==> config.mk <==
export PLATFORM = sky130hd
export DESIGN_NAME = parameter_store_and_polarity
export DESIGN_NICKNAME = d
export VERILOG_FILES = /design/src/hw/param_store_pkg.sv /design/src/hw/parameter_store_and_polarity.sv
export SDC_FILE = /design/constraint.sdc
export NUM_CORES = 2
export LEC_CHECK = 0
export ABC_CLOCK_PERIOD_IN_PS = 6400
export BUFFER_PORTS_ARGS = -buffer_cell sky130_fd_sc_hd__buf_2
export CELL_PAD_IN_SITES_DETAIL_PLACEMENT = 0
export CELL_PAD_IN_SITES_GLOBAL_PLACEMENT = 1
export CORE_MARGIN = 5
export CORE_UTILIZATION = 50
export CTS_BUF_LIST = sky130_fd_sc_hd__clkbuf_8 sky130_fd_sc_hd__clkbuf_16
export DETAILED_ROUTE_END_ITERATION = 10
export HOLD_SLACK_MARGIN = 0.06
export PLACE_DENSITY_LB_ADDON = 0.1
export REMOVE_ABC_BUFFERS = 1
export SYNTH_ARGS = -nofsm -noshare
export SYNTH_HDL_FRONTEND = slang
export SYNTH_SLANG_ARGS = --single-unit
==> constraint.sdc <==
create_clock -name hclk -period 6.4 [get_ports hclk]
set_input_delay 0.96 -clock hclk [delete_from_list [all_inputs] [get_ports hclk]]
set_output_delay 0.96 -clock hclk [all_outputs]
set_load 0.03 [all_outputs]
==> src/hw/param_store_pkg.sv <==
package param_store_pkg;

  // ----------------------------------------------------------------
  // sizes
  // ----------------------------------------------------------------
  localparam int DATA_W = 32;
  localparam int ENTRIES = 8;
  localparam int IDX_W = 3;
  localparam int VAL_W = 16;
  localparam int REG_AW = 8;
  localparam int FN_W = 10;
  localparam int FN_STATES = 8;
  localparam int TERMS = 3;

  // ----------------------------------------------------------------
  // register byte offsets
  // ----------------------------------------------------------------
  localparam logic [REG_AW-1:0] OFS_SELECT = 8'h00;
  localparam logic [REG_AW-1:0] OFS_DESC = 8'h04;
  localparam logic [REG_AW-1:0] OFS_EDIT = 8'h08;
  localparam logic [REG_AW-1:0] OFS_COMMAND = 8'h0C;
  localparam logic [REG_AW-1:0] OFS_STATUS = 8'h10;
  localparam logic [REG_AW-1:0] OFS_SAVED = 8'h14;
  localparam logic [REG_AW-1:0] OFS_UNIT = 8'h18;
  localparam logic [REG_AW-1:0] OFS_COPY = 8'h1C;
  localparam logic [REG_AW-1:0] OFS_IN_ONE = 8'h20;
  localparam logic [REG_AW-1:0] OFS_IN_TWO = 8'h24;
  localparam logic [REG_AW-1:0] OFS_IN_THREE = 8'h28;
  localparam logic [REG_AW-1:0] OFS_OUT_ASSIGN = 8'h2C;
  localparam logic [REG_AW-1:0] OFS_DISPLAY = 8'h30;
  localparam logic [REG_AW-1:0] OFS_BUFFER = 8'h34;

  // ----------------------------------------------------------------
  // field positions
  // ----------------------------------------------------------------
  localparam int DESC_NUM_LSB = 0;
  localparam int DESC_GRP_LSB = 8;
  localparam int DESC_CLS_LSB = 12;
  localparam int DESC_CPY_LSB = 16;
  localparam int CMD_COMMIT = 0;
  localparam int CMD_ABANDON = 1;
  localparam int CMD_COPY = 2;
  localparam int CMD_VERIFY = 3;
  localparam int ST_RUNNING = 0;
  localparam int ST_REJECTED = 1;
  localparam int ST_PENDING = 2;
  localparam int ST_COPY_DONE = 3;
  localparam int ST_VERIFY_BAD = 4;
  localparam int UNIT_SRC_CAP_LSB = 0;
  localparam int UNIT_SRC_VOLT_LSB = 8;
  localparam int UNIT_DST_CAP_LSB = 16;
  localparam int UNIT_DST_VOLT_LSB = 24;
  localparam int UNIT_FIELD_W = 8;
  localparam int COPY_MASK_LSB = 0;
  localparam int VERIFY_MASK_LSB = 8;

  // ----------------------------------------------------------------
  // values
  // ----------------------------------------------------------------
  localparam logic [6:0] CODE_NUMBER_MAX = 7'h63;
  localparam logic [VAL_W-1:0] VAL_RESET = 16'h0000;
  localparam logic [VAL_W-1:0] NEG_LOGIC_OFFSET = 16'h03E8;
  localparam logic [FN_W-1:0] FN_COAST_STOP = 10'h007;
  localparam logic [VAL_W-1:0] DISPLAY_LIMIT = 16'h270F;
  localparam logic [VAL_W-1:0] DIGIT_BASE = 16'h000A;
  localparam logic [1:0] HRESP_OKAY = 2'h0;

  // ----------------------------------------------------------------
  // types
  // ----------------------------------------------------------------
  typedef enum logic [2:0] {
    GRP_FUNDAMENTAL = 3'b000,
    GRP_EXT_TERMINAL = 3'b001,
    GRP_CONTROL = 3'b010,
    GRP_MOTOR_ONE = 3'b011,
    GRP_HIGH_PERF = 3'b100,
    GRP_MOTOR_TWO = 3'b101,
    GRP_APPLICATION = 3'b110,
    GRP_LINK = 3'b111
  } group_t;

  typedef enum logic [1:0] {
    CLS_IMMEDIATE = 2'b00,
    CLS_RUN_CHANGE = 2'b01,
    CLS_LOCKED = 2'b10
  } edit_class_t;

  typedef enum logic [1:0] {
    CPY_ALWAYS = 2'b00,
    CPY_CAPACITY = 2'b01,
    CPY_VOLTAGE = 2'b10,
    CPY_NEVER = 2'b11
  } copy_attr_t;

  typedef struct packed {
    group_t group;
    logic [6:0] number;
    edit_class_t cls;
    copy_attr_t copy;
  } param_desc_t;

  typedef struct packed {
    logic neg;
    logic [FN_W-1:0] fn;
  } term_assign_t;

endpackage

==> src/hw/parameter_store_and_polarity.sv <==
`timescale 1ns/1ps
module parameter_store_and_polarity
  import param_store_pkg::*;
(
  // clock and reset
  input wire logic hclk,
  input wire logic hresetn,
  input wire logic ce,
  // ahb-lite slave
  input wire logic hsel,
  input wire logic [31:0] haddr,
  input wire logic [1:0] htrans,
  input wire logic hwrite,
  input wire logic [2:0] hsize,
  input wire logic [DATA_W-1:0] hwdata,
  input wire logic hready,
  output logic hreadyout,
  output logic [DATA_W-1:0] hrdata,
  output logic [1:0] hresp,
  // drive state and terminals
  input wire logic motor_running,
  input wire logic digital_input_one,
  input wire logic digital_input_two,
  input wire logic digital_input_three,
  input wire logic [FN_STATES-1:0] function_state,
  output logic coast_stop_command,
  output logic transistor_output,
  // parameter value of selected entry
  output logic [VAL_W-1:0] param_value,
  output logic [VAL_W-1:0] display_value
);

  // ----------------------------------------------------------------
  // helpers
  // ----------------------------------------------------------------
  function automatic term_assign_t decode_assign(input logic [VAL_W-1:0] v);
    term_assign_t r;
    r.neg = (v >= NEG_LOGIC_OFFSET);
    r.fn = FN_W'(v % NEG_LOGIC_OFFSET);
    return r;
  endfunction

  function automatic logic [VAL_W-1:0] leading_digits(input logic [VAL_W-1:0] v);
    return (v > DISPLAY_LIMIT) ? VAL_W'(v / DIGIT_BASE) : v;
  endfunction

  // ----------------------------------------------------------------
  // state
  // ----------------------------------------------------------------
  logic rd_pend;
  logic wr_pend;
  logic [REG_AW-1:0] rd_addr;
  logic [REG_AW-1:0] wr_addr;
  logic [DATA_W-1:0] read_word;
  logic [IDX_W-1:0] sel_idx;
  param_desc_t desc [ENTRIES];
  logic [VAL_W-1:0] active [ENTRIES];
  logic [VAL_W-1:0] saved [ENTRIES];
  logic [VAL_W-1:0] staged [ENTRIES];
  logic [VAL_W-1:0] buffer [ENTRIES];
  logic [ENTRIES-1:0] pending;
  logic [ENTRIES-1:0] copy_mask;
  logic [ENTRIES-1:0] verify_mask;
  logic rejected;
  logic copy_done;
  logic verify_bad;
  logic [DATA_W-1:0] unit_cfg;
  logic [VAL_W-1:0] input_one_assignment;
  logic [VAL_W-1:0] input_two_assignment;
  logic [VAL_W-1:0] input_three_assignment;
  logic [VAL_W-1:0] out_assignment;
  logic take;
  logic [VAL_W-1:0] wval;
  logic locked_now;
  logic cap_differs;
  logic volt_differs;
  param_desc_t wdesc;
  term_assign_t out_dec;
  term_assign_t in_dec [TERMS];
  logic [TERMS-1:0] in_pin;

  assign take = hsel && htrans[1] && hready;
  assign wval = hwdata[VAL_W-1:0];
  assign locked_now = (desc[sel_idx].cls == CLS_LOCKED) && motor_running;
  assign wdesc.number = hwdata[DESC_NUM_LSB +: 7];
  assign wdesc.group = group_t'(hwdata[DESC_GRP_LSB +: 3]);
  assign wdesc.cls = edit_class_t'(hwdata[DESC_CLS_LSB +: 2]);
  assign wdesc.copy = copy_attr_t'(hwdata[DESC_CPY_LSB +: 2]);
  assign cap_differs = unit_cfg[UNIT_SRC_CAP_LSB +: UNIT_FIELD_W]
                    != unit_cfg[UNIT_DST_CAP_LSB +: UNIT_FIELD_W];
  assign volt_differs = unit_cfg[UNIT_SRC_VOLT_LSB +: UNIT_FIELD_W]
                     != unit_cfg[UNIT_DST_VOLT_LSB +: UNIT_FIELD_W];
  assign out_dec = decode_assign(out_assignment);
  assign in_dec[0] = decode_assign(input_one_assignment);
  assign in_dec[1] = decode_assign(input_two_assignment);
  assign in_dec[2] = decode_assign(input_three_assignment);
  assign in_pin = {digital_input_three, digital_input_two, digital_input_one};

  // ----------------------------------------------------------------
  // bus slave
  // ----------------------------------------------------------------
  always_ff @(posedge hclk or negedge hresetn) begin
    if (!hresetn) begin
      rd_pend <= 1'b0;
      wr_pend <= 1'b0;
      rd_addr <= '0;
      wr_addr <= '0;
      hreadyout <= 1'b1;
      hrdata <= '0;
      hresp <= HRESP_OKAY;
    end else if (ce) begin
      hresp <= HRESP_OKAY;
      wr_pend <= take && hwrite;
      if (take) begin
        if (hwrite) begin
          wr_addr <= haddr[REG_AW-1:0];
        end else begin
          rd_addr <= haddr[REG_AW-1:0];
          rd_pend <= 1'b1;
          hreadyout <= 1'b0;
        end
      end else if (rd_pend) begin
        hrdata <= read_word;
        rd_pend <= 1'b0;
        hreadyout <= 1'b1;
      end
    end
  end

  always_comb begin
    read_word = '0;
    case (rd_addr)
      OFS_SELECT: read_word[IDX_W-1:0] = sel_idx;
      OFS_DESC: begin
        read_word[DESC_NUM_LSB +: 7] = desc[sel_idx].number;
        read_word[DESC_GRP_LSB +: 3] = desc[sel_idx].group;
        read_word[DESC_CLS_LSB +: 2] = desc[sel_idx].cls;
        read_word[DESC_CPY_LSB +: 2] = desc[sel_idx].copy;
      end
      OFS_EDIT: read_word[VAL_W-1:0] = active[sel_idx];
      OFS_STATUS: begin
        read_word[ST_RUNNING] = motor_running;
        read_word[ST_REJECTED] = rejected;
        read_word[ST_PENDING] = pending[sel_idx];
        read_word[ST_COPY_DONE] = copy_done;
        read_word[ST_VERIFY_BAD] = verify_bad;
      end
      OFS_SAVED: read_word[VAL_W-1:0] = saved[sel_idx];
      OFS_UNIT: read_word = unit_cfg;
      OFS_COPY: begin
        read_word[COPY_MASK_LSB +: ENTRIES] = copy_mask;
        read_word[VERIFY_MASK_LSB +: ENTRIES] = verify_mask;
      end
      OFS_IN_ONE: read_word[VAL_W-1:0] = input_one_assignment;
      OFS_IN_TWO: read_word[VAL_W-1:0] = input_two_assignment;
      OFS_IN_THREE: read_word[VAL_W-1:0] = input_three_assignment;
      OFS_OUT_ASSIGN: read_word[VAL_W-1:0] = out_assignment;
      OFS_DISPLAY: read_word[VAL_W-1:0] = leading_digits(active[sel_idx]);
      OFS_BUFFER: read_word[VAL_W-1:0] = buffer[sel_idx];
      default: read_word = '0;
    endcase
  end

  // ----------------------------------------------------------------
  // configuration registers
  // ----------------------------------------------------------------
  always_ff @(posedge hclk or negedge hresetn) begin
    if (!hresetn) begin
      sel_idx <= '0;
      unit_cfg <= '0;
      input_one_assignment <= VAL_RESET;
      input_two_assignment <= VAL_RESET;
      input_three_assignment <= VAL_RESET;
      out_assignment <= VAL_RESET;
      for (int i = 0; i < ENTRIES; i++) begin
        desc[i] <= '0;
      end
    end else if (ce && wr_pend) begin
      case (wr_addr)
        OFS_SELECT: sel_idx <= hwdata[IDX_W-1:0];
        OFS_DESC: begin
          if (wdesc.number <= CODE_NUMBER_MAX) begin
            desc[sel_idx] <= wdesc;
          end
        end
        OFS_UNIT: unit_cfg <= hwdata;
        OFS_IN_ONE: input_one_assignment <= wval;
        OFS_IN_TWO: input_two_assignment <= wval;
        OFS_IN_THREE: input_three_assignment <= wval;
        OFS_OUT_ASSIGN: out_assignment <= wval;
        default: ;
      endcase
    end
  end

  // ----------------------------------------------------------------
  // edit, commit and abandon
  // ----------------------------------------------------------------
  always_ff @(posedge hclk or negedge hresetn) begin
    if (!hresetn) begin
      pending <= '0;
      rejected <= 1'b0;
      for (int i = 0; i < ENTRIES; i++) begin
        active[i] <= VAL_RESET;
        saved[i] <= VAL_RESET;
        staged[i] <= VAL_RESET;
      end
    end else if (ce && wr_pend) begin
      if (wr_addr == OFS_STATUS && hwdata[ST_REJECTED]) begin
        rejected <= 1'b0;
      end
      if (wr_addr == OFS_DESC && wdesc.number > CODE_NUMBER_MAX) begin
        rejected <= 1'b1;
      end
      if (wr_addr == OFS_EDIT) begin
        if (locked_now) begin
          rejected <= 1'b1;
        end else if (desc[sel_idx].cls == CLS_IMMEDIATE) begin
          active[sel_idx] <= wval;
          pending[sel_idx] <= 1'b1;
        end else begin
          staged[sel_idx] <= wval;
          pending[sel_idx] <= 1'b1;
        end
      end
      if (wr_addr == OFS_COMMAND && hwdata[CMD_COMMIT] && pending[sel_idx]) begin
        if (locked_now) begin
          rejected <= 1'b1;
        end else if (desc[sel_idx].cls == CLS_IMMEDIATE) begin
          saved[sel_idx] <= active[sel_idx];
          pending[sel_idx] <= 1'b0;
        end else begin
          active[sel_idx] <= staged[sel_idx];
          saved[sel_idx] <= staged[sel_idx];
          pending[sel_idx] <= 1'b0;
        end
      end else if (wr_addr == OFS_COMMAND && hwdata[CMD_ABANDON] && pending[sel_idx]) begin
        if (desc[sel_idx].cls == CLS_IMMEDIATE) begin
          active[sel_idx] <= saved[sel_idx];
        end
        pending[sel_idx] <= 1'b0;
      end
    end
  end

  // ----------------------------------------------------------------
  // copy and verify
  // ----------------------------------------------------------------
  always_ff @(posedge hclk or negedge hresetn) begin
    if (!hresetn) begin
      copy_mask <= '0;
      verify_mask <= '0;
      copy_done <= 1'b0;
      verify_bad <= 1'b0;
      for (int i = 0; i < ENTRIES; i++) begin
        buffer[i] <= VAL_RESET;
      end
    end else if (ce && wr_pend) begin
      if (wr_addr == OFS_STATUS && hwdata[ST_COPY_DONE]) begin
        copy_done <= 1'b0;
      end
      if (wr_addr == OFS_COMMAND && hwdata[CMD_COPY]) begin
        copy_done <= 1'b1;
        for (int i = 0; i < ENTRIES; i++) begin
          unique case (desc[i].copy)
            CPY_ALWAYS: copy_mask[i] <= 1'b1;
            CPY_CAPACITY: copy_mask[i] <= !cap_differs;
            CPY_VOLTAGE: copy_mask[i] <= !volt_differs;
            CPY_NEVER: copy_mask[i] <= 1'b0;
          endcase
          if (desc[i].copy == CPY_ALWAYS
              || (desc[i].copy == CPY_CAPACITY && !cap_differs)
              || (desc[i].copy == CPY_VOLTAGE && !volt_differs)) begin
            buffer[i] <= saved[i];
          end
        end
      end else if (wr_addr == OFS_COMMAND && hwdata[CMD_VERIFY]) begin
        for (int i = 0; i < ENTRIES; i++) begin
          verify_mask[i] <= (desc[i].copy != CPY_NEVER) && (buffer[i] != saved[i]);
        end
        verify_bad <= 1'b0;
        for (int i = 0; i < ENTRIES; i++) begin
          if ((desc[i].copy != CPY_NEVER) && (buffer[i] != saved[i])) begin
            verify_bad <= 1'b1;
          end
        end
      end
    end
  end

  // ----------------------------------------------------------------
  // terminals
  // ----------------------------------------------------------------
  always_ff @(posedge hclk or negedge hresetn) begin
    if (!hresetn) begin
      coast_stop_command <= 1'b0;
      transistor_output <= 1'b0;
    end else if (ce) begin
      coast_stop_command <= 1'b0;
      for (int t = 0; t < TERMS; t++) begin
        if (in_dec[t].fn == FN_COAST_STOP && (in_pin[t] ^ in_dec[t].neg)) begin
          coast_stop_command <= 1'b1;
        end
      end
      if (out_dec.fn < FN_W'(FN_STATES)) begin
        transistor_output <= function_state[out_dec.fn[IDX_W-1:0]] ^ out_dec.neg;
      end else begin
        transistor_output <= out_dec.neg;
      end
    end
  end

  // ----------------------------------------------------------------
  // value and display
  // ----------------------------------------------------------------
  always_ff @(posedge hclk or negedge hresetn) begin
    if (!hresetn) begin
      param_value <= VAL_RESET;
      display_value <= VAL_RESET;
    end else if (ce) begin
      param_value <= active[sel_idx];
      display_value <= leading_digits(active[sel_idx]);
    end
  end

endmodule

# Yosys cells after proc, flatten, opt, wreduce, memory -nomap -nowiden
# Index checks and enable logic that the tools add are counted.
# classes
bitwise_logic	13
reduce_logical	99
n_eq_ne	68
mux	92
magnitude_cmp	13
n_div	5
# op_table
cell	count
$mux W128	10
$bwmux W128	6
$bmux W16 S3	4
$mux W16	10
$ne A16 B16 Y1	8
$bwmux W112	1
$eq A8 B6 Y1 const B	10
$ge A16 B10 Y1 const B	4
$mod A16 B10 Y16 const B	4
$mux W14	4
$demux W16 S3	1
$eq A8 B5 Y1 const B	6
$mux W8	6
$reduce_and A3 Y1	15
$pmux W2 S11	2
$logic_and A1 B1 Y1	43
$bmux W14 S3	1
$demux W14 S3	1
$pmux W3 S13	1
$eq A2 B2 Y1 const B	17
$pmux W3 S11	1
$pmux W1 S4	8
$eq A10 B3 Y1 const B	3
$mux W1	28
33 further kinds	96
# totals
register_bits	835
wordCells	376
inputBits	87

# Depth between registers and ports, before layout
# depth
ltp_word	14
mapped_depth	27
depth_no_buf	20

# Least setup slack after synthesis
# OpenSTA, ideal clock, no wires.
# synth_path
path_type	register to register
start	register sel_idx[0]
end	register hrdata[1]
setup_slack_ps	1158
path_stages_with_launch	25
path_buffers	5
t_arrival_ps	5106
required_time_ps	6265
cell_sequence	dfrtp_1 -> buf_6 -> buf_6 -> mux2_4 -> a221oi_4 -> nand2_1 -> o2111ai_1 -> and2_1 -> buf_4 -> nor3_1 -> a2111o_1 -> or2_1 -> buf_6 -> a22oi_1 -> o311ai_1 -> a32oi_4 -> mux2_2 -> nor4b_2 -> a21oi_2 -> buf_6 -> mux2i_1 -> o221a_1 -> o221ai_1 -> o21a_1 -> o311ai_1
# synth_between
elab_chain_cells	7
elab_cells_between_ends	17
cone_classes	1 x div; 1 x order compare; 14 x mux; 1 x bitwise
# synth_lines
element	line	rtl
start, declared	parameter_store_and_polarity.sv:55	logic [IDX_W-1:0] sel_idx;
start signal, assigned	parameter_store_and_polarity.sv:180	OFS_SELECT: sel_idx <= hwdata[IDX_W-1:0];
$not A3 Y4 (not written as such) (*)	-	
$bmux W16 S3	parameter_store_and_polarity.sv:140, parameter_store_and_polarity.sv:158	
$mux W16 (not written as such) (2 in series)	parameter_store_and_polarity.sv:140, parameter_store_and_polarity.sv:158	
$div A16 B4 Y16 or $gt A16 B14 Y1 (tied branches)	parameter_store_and_polarity.sv:44	return (v > DISPLAY_LIMIT) ? VAL_W'(v / DIGIT_BASE) : v;
$mux W16	parameter_store_and_polarity.sv:44	
$pmux W3 S13 (*)	parameter_store_and_polarity.sv:132	case (rd_addr)
end signal, assigned	parameter_store_and_polarity.sv:123	hrdata <= read_word;
end, declared	parameter_store_and_polarity.sv:18	output logic [DATA_W-1:0] hrdata,
# Every way passes the cells marked *; elsewhere a longest branch is shown, timed or not. The select of a mux whose other input is x is not followed.
# A chain may end at the register's enable or synchronous reset.

# Worst setup path after layout
# layout_path
start	register sel_idx[1]
end	register display_value[1]
# layout_between
elab_chain_cells	6
elab_cells_between_ends	7
cone_classes	1 x div; 1 x order compare; 4 x mux; 1 x bitwise
# layout_lines
element	line	rtl
$not A3 Y4 (not written as such) (*)	parameter_store_and_polarity.sv:322	display_value <= leading_digits(active[sel_idx]);
$bmux W16 S3 (*)	parameter_store_and_polarity.sv:322	
$mux W16 (not written as such) (*) (2 in series)	parameter_store_and_polarity.sv:322	
$div A16 B4 Y16 or $gt A16 B14 Y1 (tied branches)	parameter_store_and_polarity.sv:44	
$mux W16 (*)	parameter_store_and_polarity.sv:44	
end signal, assigned	parameter_store_and_polarity.sv:322	
end, declared	parameter_store_and_polarity.sv:30	output logic [VAL_W-1:0] display_value
# Marks and branches as above.

==> out/qor.yml <==
hold_path:
  hold_class: "primary input to asynchronous set/reset pin"
pwr:
  p_sw_uw: 4143
  irDropWorstVdd_uv: 219.4
  switching_share_pct: 30.40
  p_per_area_mw_per_mm2: 237.8
  clock_power_share_pct: 42.4
  p_int_uw: 9486
  sequentialPowerShare_pct: 40.5
  power.total_uw: 13630
  comb_power_share_pct: 17.1
  p_leak_uw: 0.02461
clocking:
  cts_root_buf: "clkbuf_16"
  cts_buffers: 94
  clk_pin_slew_ns: 0.06
  cts_tree: "done"
  cts_num_sinks: 835
  clk_latency_ns: 0.70
  clockBufferDepth: 3
  hold_buffers: 0
  htree_levels: 3
global_route:
  grt_pass1_wl_microns: 276000
  grt_max_degree: 227
  antenna_found_initial: 7
  overflow: 0
  grt_pass1_vias: 40890
  grtUsageTotal_pct: 33.70
timing:
  max_slew_margin_pct: 21.41
  hold_viol: 0
  setup_viol: 0
  skew_ns: 0.03114
  period_share_pct: 94.20
  finalMaxSlewViolations: 0
  worst_pin_slew_ns: 1.149
  fmax_mhz: 165.9
  tns_ns: 0
  post-route-min-period_ns: 6.029
  rsz0062_at_grt: "no"
run:
  maxCapViolations: 0
cells_and_area:
  layout-drive-gt1-share_pct: 25.29
  syn_to_final_growth_pct: 12.29
  final_common_cell: "dfrtp_1"
  postLayoutCellArea_sq_mm: 0.05731
  fill_cells: 9049
  register_area_sq_mm: 0.02091
  final_util_pct: 56.41
  nNetsFinal: 5319
  multi_input_area_sq_mm: 0.02848
  layout_common_cells: "dfrtp_1, mux2_2, nand2_1, o21ai_0, mux2i_1"
worst_setup_path:
  crit_path_start_kind: "flip-flop"
  crit_path_max_incr_delay_ns: 0.62
  critPathMaxFanout: 12
  worstPathRequired_ns: 6.93
  endpoint_kind: "flip-flop"
  crit_arrival_ns: 6.55
  crit_type: "flip-flop to flip-flop"
  cpLargestDelayFamily: "compound AO/OA/AOI/OAI gates"
  cp_cell_sequence: "buf_16 > mux2i_1 > o22ai_1 > a221o_1 > o311ai_2 > a31oi_1 > or3_1 > a211oi_1 > a211oi_1 > nor2_1 > nand3_1 > and2_1 > a31oi_1 > mux2i_2 > buf_4 > xnor2_1 > buf_4 > nand2_1 > o221a_1 > o221ai_1 > o21a_1 > a21oi_1"
  critPathBufInv: 3
  slowest_stage: "dfrtp_4"
logic_synthesis:
  synth.distinct_cells: 123
  ys_dominant_reg_cell: "dfrtp_1"
  synth_area_sq_mm: 0.05103
  synth_edf_count: 0
  syn_inst: 5184
  avgSynthCellArea_sq_um: 9.845
  ys_ff_latch: 835
  synth_top_area_share_pct: 40.89
  yosysTopAreaCell: "dfrtp_1"
  synth_async_sr_flop_share_pct: 100.0
  ys.warnings.count: 0
  synth_area_leaders: "dfrtp_1, mux2_2, mux2i_1"
  ys_seq_area_share_pct: 40.95
floorplanning:
  die_w_microns: 329.5
  rows: 117
  start_util_pct: 50.23
  io_pins: 156
  coreArea_sq_mm: 0.1016
  die_y_microns: 329.5
  die_area_sq_mm: 0.1086
route:
  via_count: 43160
  drcViolationCount: 0
  drt-total-wl_microns: 187800
  firstDrtPassIters: 6
  wl_per_cell_microns: 28.11
  vias_per_cell: 6.459
  drt_iter0_drc: 4417
  ant_nets: 0
placed_design:
  hpwl_microns: 126700
  placed_area_sq_mm: 0.05381
  io_buffers: 125
  gp_congestion: 0.9681
outcome:
  outcome: "complete, no violations"
-- state kept, by name, summed over array words and instances (netlist names), 3 cells and up --
name	cells
active	128
buffer	128
copy_mask	8
desc	112
display_value	16
hrdata	32
input_one_assignment	16
input_three_assignment	16
input_two_assignment	16
out_assignment	16
param_value	16
pending	8
rd_addr	8
saved	128
sel_idx	3
staged	128
unit_cfg	32
verify_mask	8
wr_addr	8
-- timing repair --
item | in CTS | in global routing
endpoints found under the setup margin | 0 | 7
hold endpoints to repair | 0 | 0
buffers inserted | 0 | 10
gates resized for setup | 0 | 21
-- synthesized netlist by cell type (16+ instances only) --
library cell	count
o22ai_1	34
dfrtp_1	834
a31oi_1	25
o21ai_0	434
a211oi_1	79
a21oi_1	265
or3_1	19
nand4_1	76
o211ai_1	23
and3_1	48
buf_2	30
nand3_1	71
nand2b_1	17
clkbuf_1	340
nand2_1	509
mux4_2	37
nor4_1	32
nor2_1	326
mux2i_1	315
nor2b_1	16
a21o_1	26
mux2_2	626
nor3_1	71
a221oi_1	57
xor2_1	28
and2_1	28
xnor2_1	162
a22oi_1	168
buf_1	33
o21a_1	25
inv_1	44
a22o_1	44
-- per-stage QoR --
| stage | worst slack (ns) | hold slack [ns] | cells |
|---|---|---|---|
| after floorplan | -3.473 | 0.4502 | 4760 |
| after global placement | 0.2354 | 0.4600 | 6494 |
| after detailed placement | 0.2145 | 0.4662 | 6494 |
| after CTS | 0.1559 | 0.2876 | 6669 |
| after global routing | 0.003955 | 0.3170 | 6679 |
| final | 0.3709 | 0.2643 | 6682 |
-- final cells by class --
type / instances / share of cell area [%]
multi-input combinational: 3880 / 49.69
sequential: 835 / 36.49
timing repair buffer: 376 / 4.781
clock buffer: 115 / 4.629
tap: 1368 / 2.987
clock inverter: 60 / 1.113
inverter: 45 / 0.2947
antenna: 3 / 0.01310
-- cell families (layout without fill, tap and decap cells) --
family          Yosys count  after routing  share of synthesized area, %
mux                     983            983                         21.78
simple gates           1301           1301                         11.85
compound gates         1395           1395                         18.20
xor+xnor                190            190                         3.261
other cells               1              5                      0.007348
fa+ha+maj                 9              9                        0.1765
flops                   835            835                         40.95
buf+inv                 470            596                         3.776
-- layer usage --
metal / vias to the layer above / GRT usage (%) / wire, microns
li1: 19310 / - / -
met1: 21660 / 45.25 / 78140
met2: 1731 / 52.19 / 83970
met3: 452 / 6.656 / 14280
met4: 2 / 17.18 / 11410
met5: - / 0 / 13
-- path summary, 6_finish.rpt --
| check | from | endpoint | slack, ns | cells past startpoint |
|---|---|---|---|---|
| worst max-delay path | sel_idx[1] | display_value[1] | 0.37 | 22 |
| worst min-delay path | hresetn | coast_stop_command | 0.26 | 1 |
| worst max register to register | sel_idx[1] | display_value[1] | 0.37 | 22 |
| worst min register to register | hrdata[8] | hrdata[8] | 0.47 | 2 |
| max in group asynchronous | hresetn | param_value[14] | 4.65 | 2 |
| min in group hclk | hrdata[8] | hrdata[8] | 0.47 | 2 |
-- power groups by stage --
stage | combinational (uW) | sequential (uW) | clock (uW)
floorplan | 1030 | 5700 | 0
global placement | 2220 | 5610 | 0
detailed placement | 2230 | 5610 | 0
CTS | 2240 | 5520 | 5840
global route | 2440 | 5520 | 6050
finish | 2330 | 5510 | 5780
(Power assumes the default switching activity.)
